<file path="src/hw/sfd_pkg.sv">
// Purpose: constants for the shared-address register decode block
// Assumes: 12-bit register address, 8-bit data, 12-bit data memory address
// Notes: offsets are the printed special-function addresses
package sfd_pkg;
    localparam logic [11:0] ADDR_SLAVE_ADDR = 12'hfc8;
    localparam logic [11:0] ADDR_CTRL_SECOND = 12'hfc5;
    localparam logic [11:0] ADDR_PTR1_HIGH = 12'hfe2;
    localparam logic [11:0] ADDR_PTR1_LOW = 12'hfe1;
    localparam logic [11:0] ADDR_INDIRECT1 = 12'hfe7;
    localparam logic [11:0] ADDR_PAR_PAIR_H = 12'hf6f;
    localparam logic [11:0] ADDR_PAR_PAIR_L = 12'hf6e;
    localparam logic [11:0] ADDR_PAR_OUT2_H = 12'hf5b;
    localparam logic [11:0] ADDR_PAR_OUT2_L = 12'hf5a;
    localparam logic [11:0] ADDR_PORTA_DIR = 12'hf92;
    localparam logic [11:0] ADDR_OSC_CTRL = 12'hfd3;
    localparam logic [7:0] RST_SLAVE_ADDR = 8'h00;
    localparam logic [7:0] RST_MASK = 8'hff;
    localparam logic [7:0] RST_CTRL_SECOND = 8'h00;
    localparam logic [7:0] RST_PTR1_HIGH = 8'h00;
    localparam logic [7:0] RST_PTR1_LOW = 8'h00;
    localparam logic [7:0] RST_PAR = 8'h00;
    localparam logic [7:0] RST_PORTA_DIR = 8'hef;
    localparam logic [7:0] RST_OSC_CTRL = 8'h60;
    localparam logic [3:0] MASK_MODE = 4'h9;
    localparam logic [7:0] PORTA_IMPL = 8'hef;
    localparam logic [7:0] PORTA_OSC_BITS = 8'hc0;
    localparam logic [7:0] PTR_HIGH_IMPL = 8'h0f;
    localparam logic [7:0] OSC_CTRL_IMPL = 8'hf3;
    localparam int OSC_STATUS_BIT = 3;
    localparam logic [7:0] ZERO_BYTE = 8'h00;
    typedef enum logic [1:0] {
        SFD_IDLE = 2'b00,
        SFD_HOLD = 2'b01
    } sfd_state_type;
endpackage

</file>
<file path="src/hw/sfd_sfr_decode.sv">
// Purpose: special-function register decode with shared addresses
// Assumes: one access per cycle; reads answered from flip-flops next cycle, indirect reads one cycle after that
// Notes: indirect access is forwarded on the data memory port
// Summary of operation
// slave address and address mask are two registers at one address
// serial mode picks which of the two a shared access reaches
// mask reachable only when second control low nibble is 1001
// parallel address pair and data-out pair are the same flip-flops
// pair means address in master modes, output data in slave modes
// bits for the larger package exist only there, else read zero
// port A direction bits 6 and 7 exist only without oscillator pins
// oscillator start-up status resets to 0 with two-speed, else 1
// indirect register uses pointer one as the memory address
// in slave mode control bits serve as address mask enables
// unimplemented addresses read as zero
// shared-address write touches only the selected register
module sfd_sfr_decode (
    // clock and reset
    input wire logic CORE_CLK,
    input wire logic RST_N,
    // configuration straps
    input wire logic LARGE_PKG,
    input wire logic OSC_PINS_PRIMARY,
    input wire logic TWO_SPEED_EN,
    input wire logic PAR_MASTER_MODE,
    input wire logic SER_SLAVE_MODE,
    // register bus from the core
    input wire logic [11:0] SFR_ADDR,
    input wire logic SFR_WR,
    input wire logic SFR_RD,
    input wire logic [7:0] SFR_WDATA,
    output logic [7:0] SFR_RDATA,
    // data memory port for indirect access
    output logic [11:0] MEM_ADDR,
    output logic MEM_WR,
    output logic MEM_RD,
    output logic [7:0] MEM_WDATA,
    input wire logic [7:0] MEM_RDATA,
    // block outputs
    output logic [15:0] PAR_ADDR,
    output logic [15:0] PAR_DOUT,
    output logic [7:0] MATCH_MASK,
    output logic [4:0] MASK_ENABLES
);
    logic rst_s1_r, rst_s2_r;
    logic [7:0] slave_addr_r, mask_r, ctrl2_r, ptr_h_r, ptr_l_r;
    logic [7:0] par_h_r, par_l_r, porta_r, osc_r;
    logic [7:0] rdata_r;
    logic [11:0] mem_addr_r;
    logic mem_wr_r, mem_rd_r;
    logic [7:0] mem_wdata_r;
    logic [15:0] par_addr_r, par_dout_r;
    logic [7:0] match_mask_r;
    logic [4:0] mask_en_r;
    logic osc_init_r;
    sfd_pkg::sfd_state_type state_r, state_nxt;

    // release of reset through two flops
    always_ff @(posedge CORE_CLK or negedge RST_N) begin
        if (!RST_N) begin
            rst_s1_r <= 1'b0;
            rst_s2_r <= 1'b0;
        end else begin
            rst_s1_r <= 1'b1;
            rst_s2_r <= rst_s1_r;
        end
    end
    wire rst_n = rst_s2_r;

    function automatic logic hit(input logic [11:0] a, input logic [11:0] b);
        hit = (a == b);
    endfunction

    wire mask_sel = (ctrl2_r[3:0] == sfd_pkg::MASK_MODE);
    wire hit_ssp = hit(SFR_ADDR, sfd_pkg::ADDR_SLAVE_ADDR);
    // both names decode to one pair, 44-pin only
    wire hit_par_h = LARGE_PKG && (hit(SFR_ADDR, sfd_pkg::ADDR_PAR_PAIR_H)
        || hit(SFR_ADDR, sfd_pkg::ADDR_PAR_OUT2_H));
    wire hit_par_l = LARGE_PKG && (hit(SFR_ADDR, sfd_pkg::ADDR_PAR_PAIR_L)
        || hit(SFR_ADDR, sfd_pkg::ADDR_PAR_OUT2_L));
    wire hit_ind = hit(SFR_ADDR, sfd_pkg::ADDR_INDIRECT1);
    wire [7:0] porta_impl = OSC_PINS_PRIMARY ?
        (sfd_pkg::PORTA_IMPL & ~sfd_pkg::PORTA_OSC_BITS)
        : sfd_pkg::PORTA_IMPL;
    wire wr_slave = SFR_WR && hit_ssp && !mask_sel;
    wire wr_mask = SFR_WR && hit_ssp && mask_sel;
    wire [7:0] ssp_view = mask_sel ? mask_r : slave_addr_r;
    wire [11:0] ptr_addr = {ptr_h_r[3:0], ptr_l_r};

    logic [7:0] rd_mux;
    always_comb begin
        rd_mux = sfd_pkg::ZERO_BYTE;
        case (SFR_ADDR)
            sfd_pkg::ADDR_SLAVE_ADDR: rd_mux = ssp_view;
            sfd_pkg::ADDR_CTRL_SECOND: rd_mux = ctrl2_r;
            sfd_pkg::ADDR_PTR1_HIGH: rd_mux = ptr_h_r;
            sfd_pkg::ADDR_PTR1_LOW: rd_mux = ptr_l_r;
            sfd_pkg::ADDR_PORTA_DIR: rd_mux = porta_r & porta_impl;
            sfd_pkg::ADDR_OSC_CTRL: rd_mux = osc_r;
            default: begin
                if (hit_par_h)
                    rd_mux = par_h_r;
                else if (hit_par_l)
                    rd_mux = par_l_r;
                else
                    rd_mux = sfd_pkg::ZERO_BYTE;
            end
        endcase
    end

    // indirect read data returns one cycle after the memory strobe
    always_comb begin
        case (state_r)
            sfd_pkg::SFD_IDLE:
                state_nxt = (SFR_RD && hit_ind) ? sfd_pkg::SFD_HOLD
                    : sfd_pkg::SFD_IDLE;
            sfd_pkg::SFD_HOLD: state_nxt = sfd_pkg::SFD_IDLE;
            default: state_nxt = sfd_pkg::SFD_IDLE;
        endcase
    end

    always_ff @(posedge CORE_CLK or negedge rst_n) begin
        if (!rst_n) begin
            slave_addr_r <= sfd_pkg::RST_SLAVE_ADDR;
            mask_r <= sfd_pkg::RST_MASK;
            ctrl2_r <= sfd_pkg::RST_CTRL_SECOND;
            ptr_h_r <= sfd_pkg::RST_PTR1_HIGH;
            ptr_l_r <= sfd_pkg::RST_PTR1_LOW;
            par_h_r <= sfd_pkg::RST_PAR;
            par_l_r <= sfd_pkg::RST_PAR;
            porta_r <= sfd_pkg::RST_PORTA_DIR;
            osc_r <= sfd_pkg::RST_OSC_CTRL;
            osc_init_r <= 1'b1;
        end else begin
            osc_init_r <= 1'b0;
            if (wr_slave)
                slave_addr_r <= SFR_WDATA;
            if (wr_mask)
                mask_r <= SFR_WDATA;
            if (SFR_WR && hit(SFR_ADDR, sfd_pkg::ADDR_CTRL_SECOND))
                ctrl2_r <= SFR_WDATA;
            if (SFR_WR && hit(SFR_ADDR, sfd_pkg::ADDR_PTR1_HIGH))
                ptr_h_r <= SFR_WDATA & sfd_pkg::PTR_HIGH_IMPL;
            if (SFR_WR && hit(SFR_ADDR, sfd_pkg::ADDR_PTR1_LOW))
                ptr_l_r <= SFR_WDATA;
            if (SFR_WR && hit_par_h)
                par_h_r <= SFR_WDATA;
            if (SFR_WR && hit_par_l)
                par_l_r <= SFR_WDATA;
            if (SFR_WR && hit(SFR_ADDR, sfd_pkg::ADDR_PORTA_DIR))
                porta_r <= SFR_WDATA & porta_impl;
            // strap sampled after reset release, not under reset
            if (osc_init_r)
                osc_r[sfd_pkg::OSC_STATUS_BIT] <= !TWO_SPEED_EN;
            else if (SFR_WR && hit(SFR_ADDR, sfd_pkg::ADDR_OSC_CTRL))
                osc_r <= (SFR_WDATA & sfd_pkg::OSC_CTRL_IMPL
                    & ~(8'h01 << sfd_pkg::OSC_STATUS_BIT))
                    | (osc_r & (8'h01 << sfd_pkg::OSC_STATUS_BIT));
        end
    end

    always_ff @(posedge CORE_CLK or negedge rst_n) begin
        if (!rst_n) begin
            state_r <= sfd_pkg::SFD_IDLE;
            rdata_r <= sfd_pkg::ZERO_BYTE;
            mem_addr_r <= 12'h000;
            mem_wr_r <= 1'b0;
            mem_rd_r <= 1'b0;
            mem_wdata_r <= sfd_pkg::ZERO_BYTE;
        end else begin
            state_r <= state_nxt;
            mem_addr_r <= ptr_addr;
            mem_wr_r <= SFR_WR && hit_ind;
            mem_rd_r <= SFR_RD && hit_ind;
            mem_wdata_r <= SFR_WDATA;
            if (state_r == sfd_pkg::SFD_HOLD)
                rdata_r <= MEM_RDATA;
            else if (SFR_RD && !hit_ind)
                rdata_r <= rd_mux;
        end
    end

    always_ff @(posedge CORE_CLK or negedge rst_n) begin
        if (!rst_n) begin
            par_addr_r <= 16'h0000;
            par_dout_r <= 16'h0000;
            match_mask_r <= sfd_pkg::RST_MASK;
            mask_en_r <= 5'h00;
        end else begin
            // one pair, meaning taken from the port mode
            par_addr_r <= PAR_MASTER_MODE ? {par_h_r, par_l_r}
                : par_addr_r;
            par_dout_r <= PAR_MASTER_MODE ? par_dout_r
                : {par_h_r, par_l_r};
            match_mask_r <= mask_r;
            mask_en_r <= SER_SLAVE_MODE ? ctrl2_r[5:1] : 5'h00;
        end
    end

    assign SFR_RDATA = rdata_r;
    assign MEM_ADDR = mem_addr_r;
    assign MEM_WR = mem_wr_r;
    assign MEM_RD = mem_rd_r;
    assign MEM_WDATA = mem_wdata_r;
    assign PAR_ADDR = par_addr_r;
    assign PAR_DOUT = par_dout_r;
    assign MATCH_MASK = match_mask_r;
    assign MASK_ENABLES = mask_en_r;

    AST_MASK_WRITE: assert property (
        @(posedge CORE_CLK) disable iff (!rst_n)
        wr_mask |=> mask_r == $past(SFR_WDATA))
        else $error("mask write lost");
    AST_SLAVE_HELD: assert property (
        @(posedge CORE_CLK) disable iff (!rst_n)
        wr_mask |=> $stable(slave_addr_r))
        else $error("slave address changed on mask write");
    AST_MASK_HELD: assert property (
        @(posedge CORE_CLK) disable iff (!rst_n)
        wr_slave |=> $stable(mask_r))
        else $error("mask changed on address write");
    AST_SHARED_READ: assert property (
        @(posedge CORE_CLK) disable iff (!rst_n)
        SFR_RD && hit_ssp && !mask_sel && !wr_slave
        |=> SFR_RDATA == slave_addr_r)
        else $error("shared read wrong register");
    AST_PAR_ALIAS: assert property (
        @(posedge CORE_CLK) disable iff (!rst_n)
        SFR_WR && LARGE_PKG && hit(SFR_ADDR, sfd_pkg::ADDR_PAR_OUT2_L)
        |=> par_l_r == $past(SFR_WDATA))
        else $error("parallel alias write lost");
    AST_SMALL_PKG: assert property (
        @(posedge CORE_CLK) disable iff (!rst_n)
        SFR_RD && !LARGE_PKG && hit(SFR_ADDR, sfd_pkg::ADDR_PAR_PAIR_H)
        |=> SFR_RDATA == 8'h00)
        else $error("absent register read nonzero");
    AST_OSC_STRAP: assert property (
        @(posedge CORE_CLK) disable iff (!rst_n)
        osc_init_r |=> osc_r[sfd_pkg::OSC_STATUS_BIT] == !$past(TWO_SPEED_EN))
        else $error("start-up status reset value wrong");
    AST_IND_ADDR: assert property (
        @(posedge CORE_CLK) disable iff (!rst_n)
        SFR_RD && hit_ind |=> MEM_RD && MEM_ADDR == $past(ptr_addr)
        ##1 SFR_RDATA == $past(MEM_RDATA))
        else $error("indirect access wrong");
    AST_PORTA_OSC: assert property (
        @(posedge CORE_CLK) disable iff (!rst_n)
        SFR_RD && OSC_PINS_PRIMARY && hit(SFR_ADDR, sfd_pkg::ADDR_PORTA_DIR)
        |=> SFR_RDATA[7:6] == 2'b00)
        else $error("oscillator direction bits visible");
    AST_MASK_EN: assert property (
        @(posedge CORE_CLK) disable iff (!rst_n)
        !SER_SLAVE_MODE |=> MASK_ENABLES == 5'h00)
        else $error("mask enables outside slave mode");
    AST_UNMAPPED: assert property (
        @(posedge CORE_CLK) disable iff (!rst_n)
        SFR_RD && SFR_ADDR == 12'h000 |=> SFR_RDATA == 8'h00)
        else $error("unmapped read nonzero");

    COV_MASK_ACCESS: cover property (@(posedge CORE_CLK) wr_mask);
    COV_SLAVE_ACCESS: cover property (@(posedge CORE_CLK) wr_slave);
    COV_INDIRECT: cover property (@(posedge CORE_CLK) SFR_RD && hit_ind);
    COV_PAR_ALIAS: cover property (@(posedge CORE_CLK) SFR_WR && hit_par_l);
endmodule // sfd_sfr_decode

</file>
<file path="config.mk">
export PLATFORM = sky130hd
export DESIGN_NAME = sfd_sfr_decode
export DESIGN_NICKNAME = d
export VERILOG_FILES = /design/src/hw/sfd_pkg.sv /design/src/hw/sfd_sfr_decode.sv
export SDC_FILE = /design/constraint.sdc
export NUM_CORES = 1
export LEC_CHECK = 0
export BUFFER_PORTS_ARGS = -buffer_cell sky130_fd_sc_hd__clkbuf_2
export CAP_MARGIN = 20
export CORE_UTILIZATION = 55
export CTS_CLUSTER_DIAMETER = 150
export DETAILED_ROUTE_END_ITERATION = 12
export PLACE_DENSITY = 0.79
export SLEW_MARGIN = 25
export SYNTH_ARGS = -nofsm -noshare
export SYNTH_HDL_FRONTEND = slang
export SYNTH_SLANG_ARGS = --single-unit
</file>
<file path="constraint.sdc">
create_clock -name CORE_CLK -period 10.9 [get_ports CORE_CLK]
set_clock_uncertainty 0.1 [all_clocks]
set_input_delay 1.09 -clock CORE_CLK [delete_from_list [all_inputs] [get_ports CORE_CLK]]
set_output_delay 1.09 -clock CORE_CLK [all_outputs]
set_load 0.01 [all_outputs]
</file>
== Yosys cells after proc, flatten, opt, wreduce, memory -nomap -nowiden ==
Index checks and enable logic that the tools add are counted.

* Bits in registers: 148
* Bits in latches: 0
* Memory bits (writable): 0
* ROM bits: 0
* Input bits: 37
* Output and inout bits: 75
* Word-level logic and storage cells: 76
* Memories: 0

* Add/subtract/negate cells: 0
* Multiply operators: 0
* Div/mod/pow operators: 0
* Order comparisons: 0
* Equal/unequal tests: 13
* Shift operators: 0
* Muxes and demuxes: 12
* Bitwise gates (word level): 4
* Reduce and logical (&&, ||, !) cells: 24

{| class="wikitable"
|+ Operators with widths
! kind !! number
|-
| $eq 12x12->1 const B || 11
|-
| $mux 8 || 6
|-
| $pmux 8 s6 || 1
|-
| $and 8x8->8 || 2
|-
| $logic_and 1x1->1 || 15
|-
| $or 8x4->8 || 1
|-
| $mux 5 || 1
|-
| $eq 4x4->1 const B || 1
|-
| $mux 4 || 1
|-
| $reduce_bool 2->1 || 2
|-
| $logic_not 1->1 || 3
|-
| $eq 2x1->1 const B || 1
|-
| $logic_not 2->1 || 1
|-
| $logic_or 1x1->1 || 2
|-
| $mux 1 || 2
|-
| $mux 2 || 1
|-
| $reduce_and 2->1 || 1
|-
| $not 1->1 || 1
|}

== Logic depth before layout (Yosys ltp) ==
* Depth in word-level cells: 8
* Mapped depth: 7
* Mapped depth without buffers: 5

== Worst setup path after synthesis ==
OpenSTA, ideal clock, no wires.

* Path type: input-to-reg
* Start: input SFR_ADDR[5]
* End: register par_l_r[0]
* Library setup time: 0.125 ns
* Arrival time: 2.408 ns
* Required time: 10.675 ns
* Slack: 8.267 ns
* Stages: 5
* Buffers on the path: 1
* Path through: buf_2 > nor3b_4 > o2111ai_4 > nor3b_4 > mux2_2

* Longest elaborated chain between the ends: 4
* Elaborated cells on any way between the ends: 5
* Classes of those cells: 2 x eq/ne; 3 x reduce/logical

{| class="wikitable"
|+ Ends and longest elaborated chain
! item !! RTL line !! source
|-
| from (decl) || sfd_sfr_decode.sv:28 || <nowiki>input wire logic [11:0] SFR_ADDR,</nowiki>
|-
| $eq 12x12->1 || sfd_sfr_decode.sv:71 || <nowiki>hit = (a == b);</nowiki>
|-
| $logic_or 1x1->1 * || sfd_sfr_decode.sv:80 || <nowiki>|| hit(SFR_ADDR, sfd_pkg::ADDR_PAR_OUT2_L));</nowiki>
|-
| $logic_and 1x1->1 * || sfd_sfr_decode.sv:79 || <nowiki>wire hit_par_l = LARGE_PKG && (hit(SFR_ADDR, sfd_pkg::ADDR_PAR_PAIR_L)</nowiki>
|-
| $logic_and 1x1->1 * || sfd_sfr_decode.sv:148 || <nowiki>if (SFR_WR && hit_par_l)</nowiki>
|-
| to (signal assigned) || sfd_sfr_decode.sv:130 || <nowiki>par_l_r <= sfd_pkg::RST_PAR;</nowiki>
|-
| to (decl) || sfd_sfr_decode.sv:47 || <nowiki>logic [7:0] par_h_r, par_l_r, porta_r, osc_r;</nowiki>
|}

Every way passes the cells marked *; elsewhere a longest branch is shown, timed or not.
A chain may end at the register's enable or synchronous reset.

== Worst setup path in the final report ==
* Start: input SFR_ADDR[0]
* End: register rdata_r[2] (netlist: SFR_RDATA[2])

* Longest elaborated chain between the ends: 8
* Elaborated cells on any way between the ends: 23
* Classes of those cells: 11 x eq/ne; 5 x mux; 7 x reduce/logical

{| class="wikitable"
|+ Ends and longest elaborated chain
! item !! RTL line !! source
|-
| $eq 12x12->1 || sfd_sfr_decode.sv:71 ||
|-
| $logic_or 1x1->1 || sfd_sfr_decode.sv:80 ||
|-
| $logic_and 1x1->1 || sfd_sfr_decode.sv:79 ||
|-
| $mux 8 || sfd_sfr_decode.sv:103 || <nowiki>else if (hit_par_l)</nowiki>
|-
| $mux 8 || sfd_sfr_decode.sv:101 || <nowiki>if (hit_par_h)</nowiki>
|-
| $pmux 8 s6 || sfd_sfr_decode.sv:93 || <nowiki>case (SFR_ADDR)</nowiki>
|-
| $mux 8 || sfd_sfr_decode.sv:178 || <nowiki>else if (SFR_RD && !hit_ind)</nowiki>
|-
| $mux 8 || sfd_sfr_decode.sv:176 || <nowiki>if (state_r == sfd_pkg::SFD_HOLD)</nowiki>
|-
| to (signal assigned) || sfd_sfr_decode.sv:165 || <nowiki>rdata_r <= sfd_pkg::ZERO_BYTE;</nowiki>
|-
| to (signal assigned) || sfd_sfr_decode.sv:179 || <nowiki>rdata_r <= rd_mux;</nowiki>
|-
| to (decl) || sfd_sfr_decode.sv:48 || <nowiki>logic [7:0] rdata_r;</nowiki>
|}

Several ways; a longest one is shown, not always the timed one. The select of a mux whose other input is x is not followed.

==> flow_summary.json <==
{
  "outcome": "finished clean",
  "wl_mm": 14.32,
  "die_w_microns": 108.2,
  "power_density_nw_per_um2": 165.9,
  "syn_to_final_growth_pct": 21.20,
  "clk_latency_ns": 0.52,
  "syn_nets": 485,
  "peakVddDrop_v": 0.00008683,
  "arrival_ns": 3.22,
  "h-tree-depth": 4,
  "start_util": 0.5692,
  "first_iter_violations": 276,
  "drive_gt1_frac": 0.4948,
  "post-place-cells": 680,
  "tns_ns": 0,
  "cts_tree": "built",
  "die_h_microns": 108.2,
  "crit_buf_inv": 1,
  "cp-start-kind": "input pin",
  "clkSlewWorstSetupHoldPaths_ns": 0.06,
  "synth-seq-cells": 145,
  "synth_area_sq_um": 6197,
  "synth-edff-count": 0,
  "seq_area_frac_synth": 0.5908,
  "critPathSlowestCell": "a31oi_1",
  "multi_input_area_sq_um": 2417,
  "cts_setup_buffers": 0,
  "grt_use_met2": 0.3981,
  "synth.largest_area_cell": "dfrtp_1",
  "async_flop_share": 1.000,
  "worstPathRequired_ns": 11.19,
  "synthMostInstantiatedCell": "dfrtp_1",
  "cp_top_family": "compound AO/OA/AOI/OAI gates",
  "rsz0062_at_grt": "no",
  "io_pins": 112,
  "worst-setup-path-type": "input pin to flop",
  "gp_congestion": 0.9338,
  "rrSetupSlack_ns": 8.74,
  "p_leak_nw": 3.643,
  "synth_area_per_cell_sq_um": 13.83,
  "stdcell_count": 712,
  "grt_use_met3": 0.06691,
  "n_fill_cell": 743,
  "drc": 0,
  "postSynthCellCount": 448,
  "drv_slew": 0,
  "reg2reg_to": "SFR_RDATA[2]$_DFFE_PN0P_",
  "grt_usage": 0.2634,
  "max_stage_delay_ns": 0.68,
  "finalHoldViolations": 0,
  "met1_usage": 0.3677,
  "synth_ff_type": "dfrtp_1",
  "cp-end-kind": "flop",
  "antenna_found_initial": 0,
  "dr_total_vias": 4146,
  "min_path_type": "input pin to async pin",
  "ys_warn_count": 0,
  "die-area_sq_um": 11700,
  "grt_max_degree": 55,
  "synth.distinct_cells": 60,
  "seq_area_sq_um": 3665,
  "dr.pass1.iters": 4,
  "dp_hpwl_mm": 9.811,
  "slew_headroom": 0.4082,
  "ant_nets": 0,
  "period_minus_slack_ns": 2.929,
  "n_antenna_cell": 0,
  "synth_common_cells": "119 x dfrtp_1, 95 x mux2_2, 26 x dfstp_2, 16 x mux2i_1, 16 x nand2_1",
  "reg2reg_from": "ctrl2_r[1]$_DFFE_PN0P_",
  "final.period_utilization": 0.2687,
  "worst_slew_pin_slew_ns": 0.8836,
  "path_max_fanout": 25,
  "cts_resized": 0,
  "numCtsBuffers": 17,
  "path_cells": "clkbuf_2 -> and4b_2 -> a31oi_1 -> nor2b_1 -> a2111oi_0 -> a211oi_1",
  "crit_path_start": "SFR_ADDR[0]",
  "synthTopCellsByArea": "dfrtp_1 48%, mux2_2 17%, dfstp_2 11%",
  "fmax_ghz": 0.3414,
  "maxCapViolCount": 0,
  "grt_pass1_vias": 4133,
  "num_rows": 38,
  "top_usage_layer": "met2",
  "clock_sinks": 145,
  "synth_top_area_frac": 0.4805,
  "grt_overflow": 0,
  "post_drt_via_cell_ratio": 5.823,
  "post_drt_wl_per_cell_microns": 20.12,
  "finalNetCount": 596,
  "reg2reg_depth": 6,
  "finalSetupViolations": 0,
  "root_buffer": "clkbuf_8",
  "io_buffers": 111,
  "fp.coreArea_sq_um": 10890,
  "grt_pass1_wl_mm": 22.42,
  "cts_hold_buf": 0,
  "clockBufferDepth": 2
}
placed cells by master, fill, tap and decap left out, drive strengths merged, types with 5 or more instances in the layout:
cell type and n:
mux2 95, and2 10, a21oi 7, nand2 17
nor3 5, nor3b 8, a31oi 5, o21ai 10
o31ai 8, bufinv 5, clkbuf 134, nand2b 10
nor2 13, dfstp 26, mux2i 16, nand3 8
dfrtp 119
worst reg2reg max path, delay by kind of cell, from the launching register on:
family	cells	cell delay, ns
AO/OA/AOI/OAI	2	0.50
multiplexers	1	0.34
flip-flops	1	0.42
buffers and inverters	1	0.26
AND/OR/NAND/NOR	2	0.41
how the worst max path moves through the flow:
stage,end,depth (start not counted)
global route,SFR_RDATA[2]$_DFFE_PN0P_,6
floorplan,MASK_ENABLES[0]$_DFF_PN0_,0
CTS,SFR_RDATA[2]$_DFFE_PN0P_,6
detailed placement,SFR_RDATA[2]$_DFFE_PN0P_,6
finish,SFR_RDATA[2]$_DFFE_PN0P_,6
global placement,SFR_RDATA[2]$_DFFE_PN0P_,6
kinds of logic after synthesis:
| group | count (synthesis) | synth area share |
|---|---|---|
| buf+inv | 24 | 0.02019 |
| mux | 111 | 0.1985 |
| simple gates | 107 | 0.1173 |
| other cells | 2 | 0.001212 |
| compound gates | 59 | 0.07208 |
| flops | 145 | 0.5908 |
power breakdown:
part	switching (mW)	internal, mW	leakage (nW)
Clock	0.220	0.420	0.314
Combinational	0.0349	0.0192	1.44
Sequential	0.00699	0.545	1.89
layout make-up:
type / instances / share of cell area
Inverter: 2 / 0.0009995
Multi-Input combinational cell: 279 / 0.3218
Clock inverter: 9 / 0.02382
Tap cell: 140 / 0.02332
Sequential cell: 145 / 0.4879
Clock buffer: 23 / 0.06347
Timing Repair Buffer: 114 / 0.07863
metrics by stage:
stage	utilization	instance area [sq um]	total power [mW]	worst slack, ns	hold WS [ns]
finish	0.6898	7511	1.246	7.971	0.2412
global route	0.6898	7511	1.281	7.722	0.2246
detailed placement	0.6296	6855	0.6153	7.480	0.2394
global placement	0.6278	6835	0.6127	7.576	0.2397
floorplan	-	6197	0.5899	6.506	0.2312
CTS	0.6898	7511	1.252	8.015	0.2287
registers in the layout (all words and copies together), names as in the netlist, 5 cells and up:
register      cells
MASK_ENABLES      5
PAR_DOUT         16
porta_r           7
mask_r            8
MEM_ADDR         12
PAR_ADDR         16
ptr_l_r           8
osc_r             7
MEM_WDATA         8
SFR_RDATA         8
par_h_r           8
slave_addr_r      8
par_l_r           8
MATCH_MASK        8
ctrl2_r           8
routing by layer:
layer	share of wire	vias up	wire length, microns
li1	-	1877	-
met1	0.43	2080	6182
met2	0.48	162	6840
met3	0.068	27	974
met4	0.023	0	325
met5	0	-	0
(Power assumes the default switching activity.)
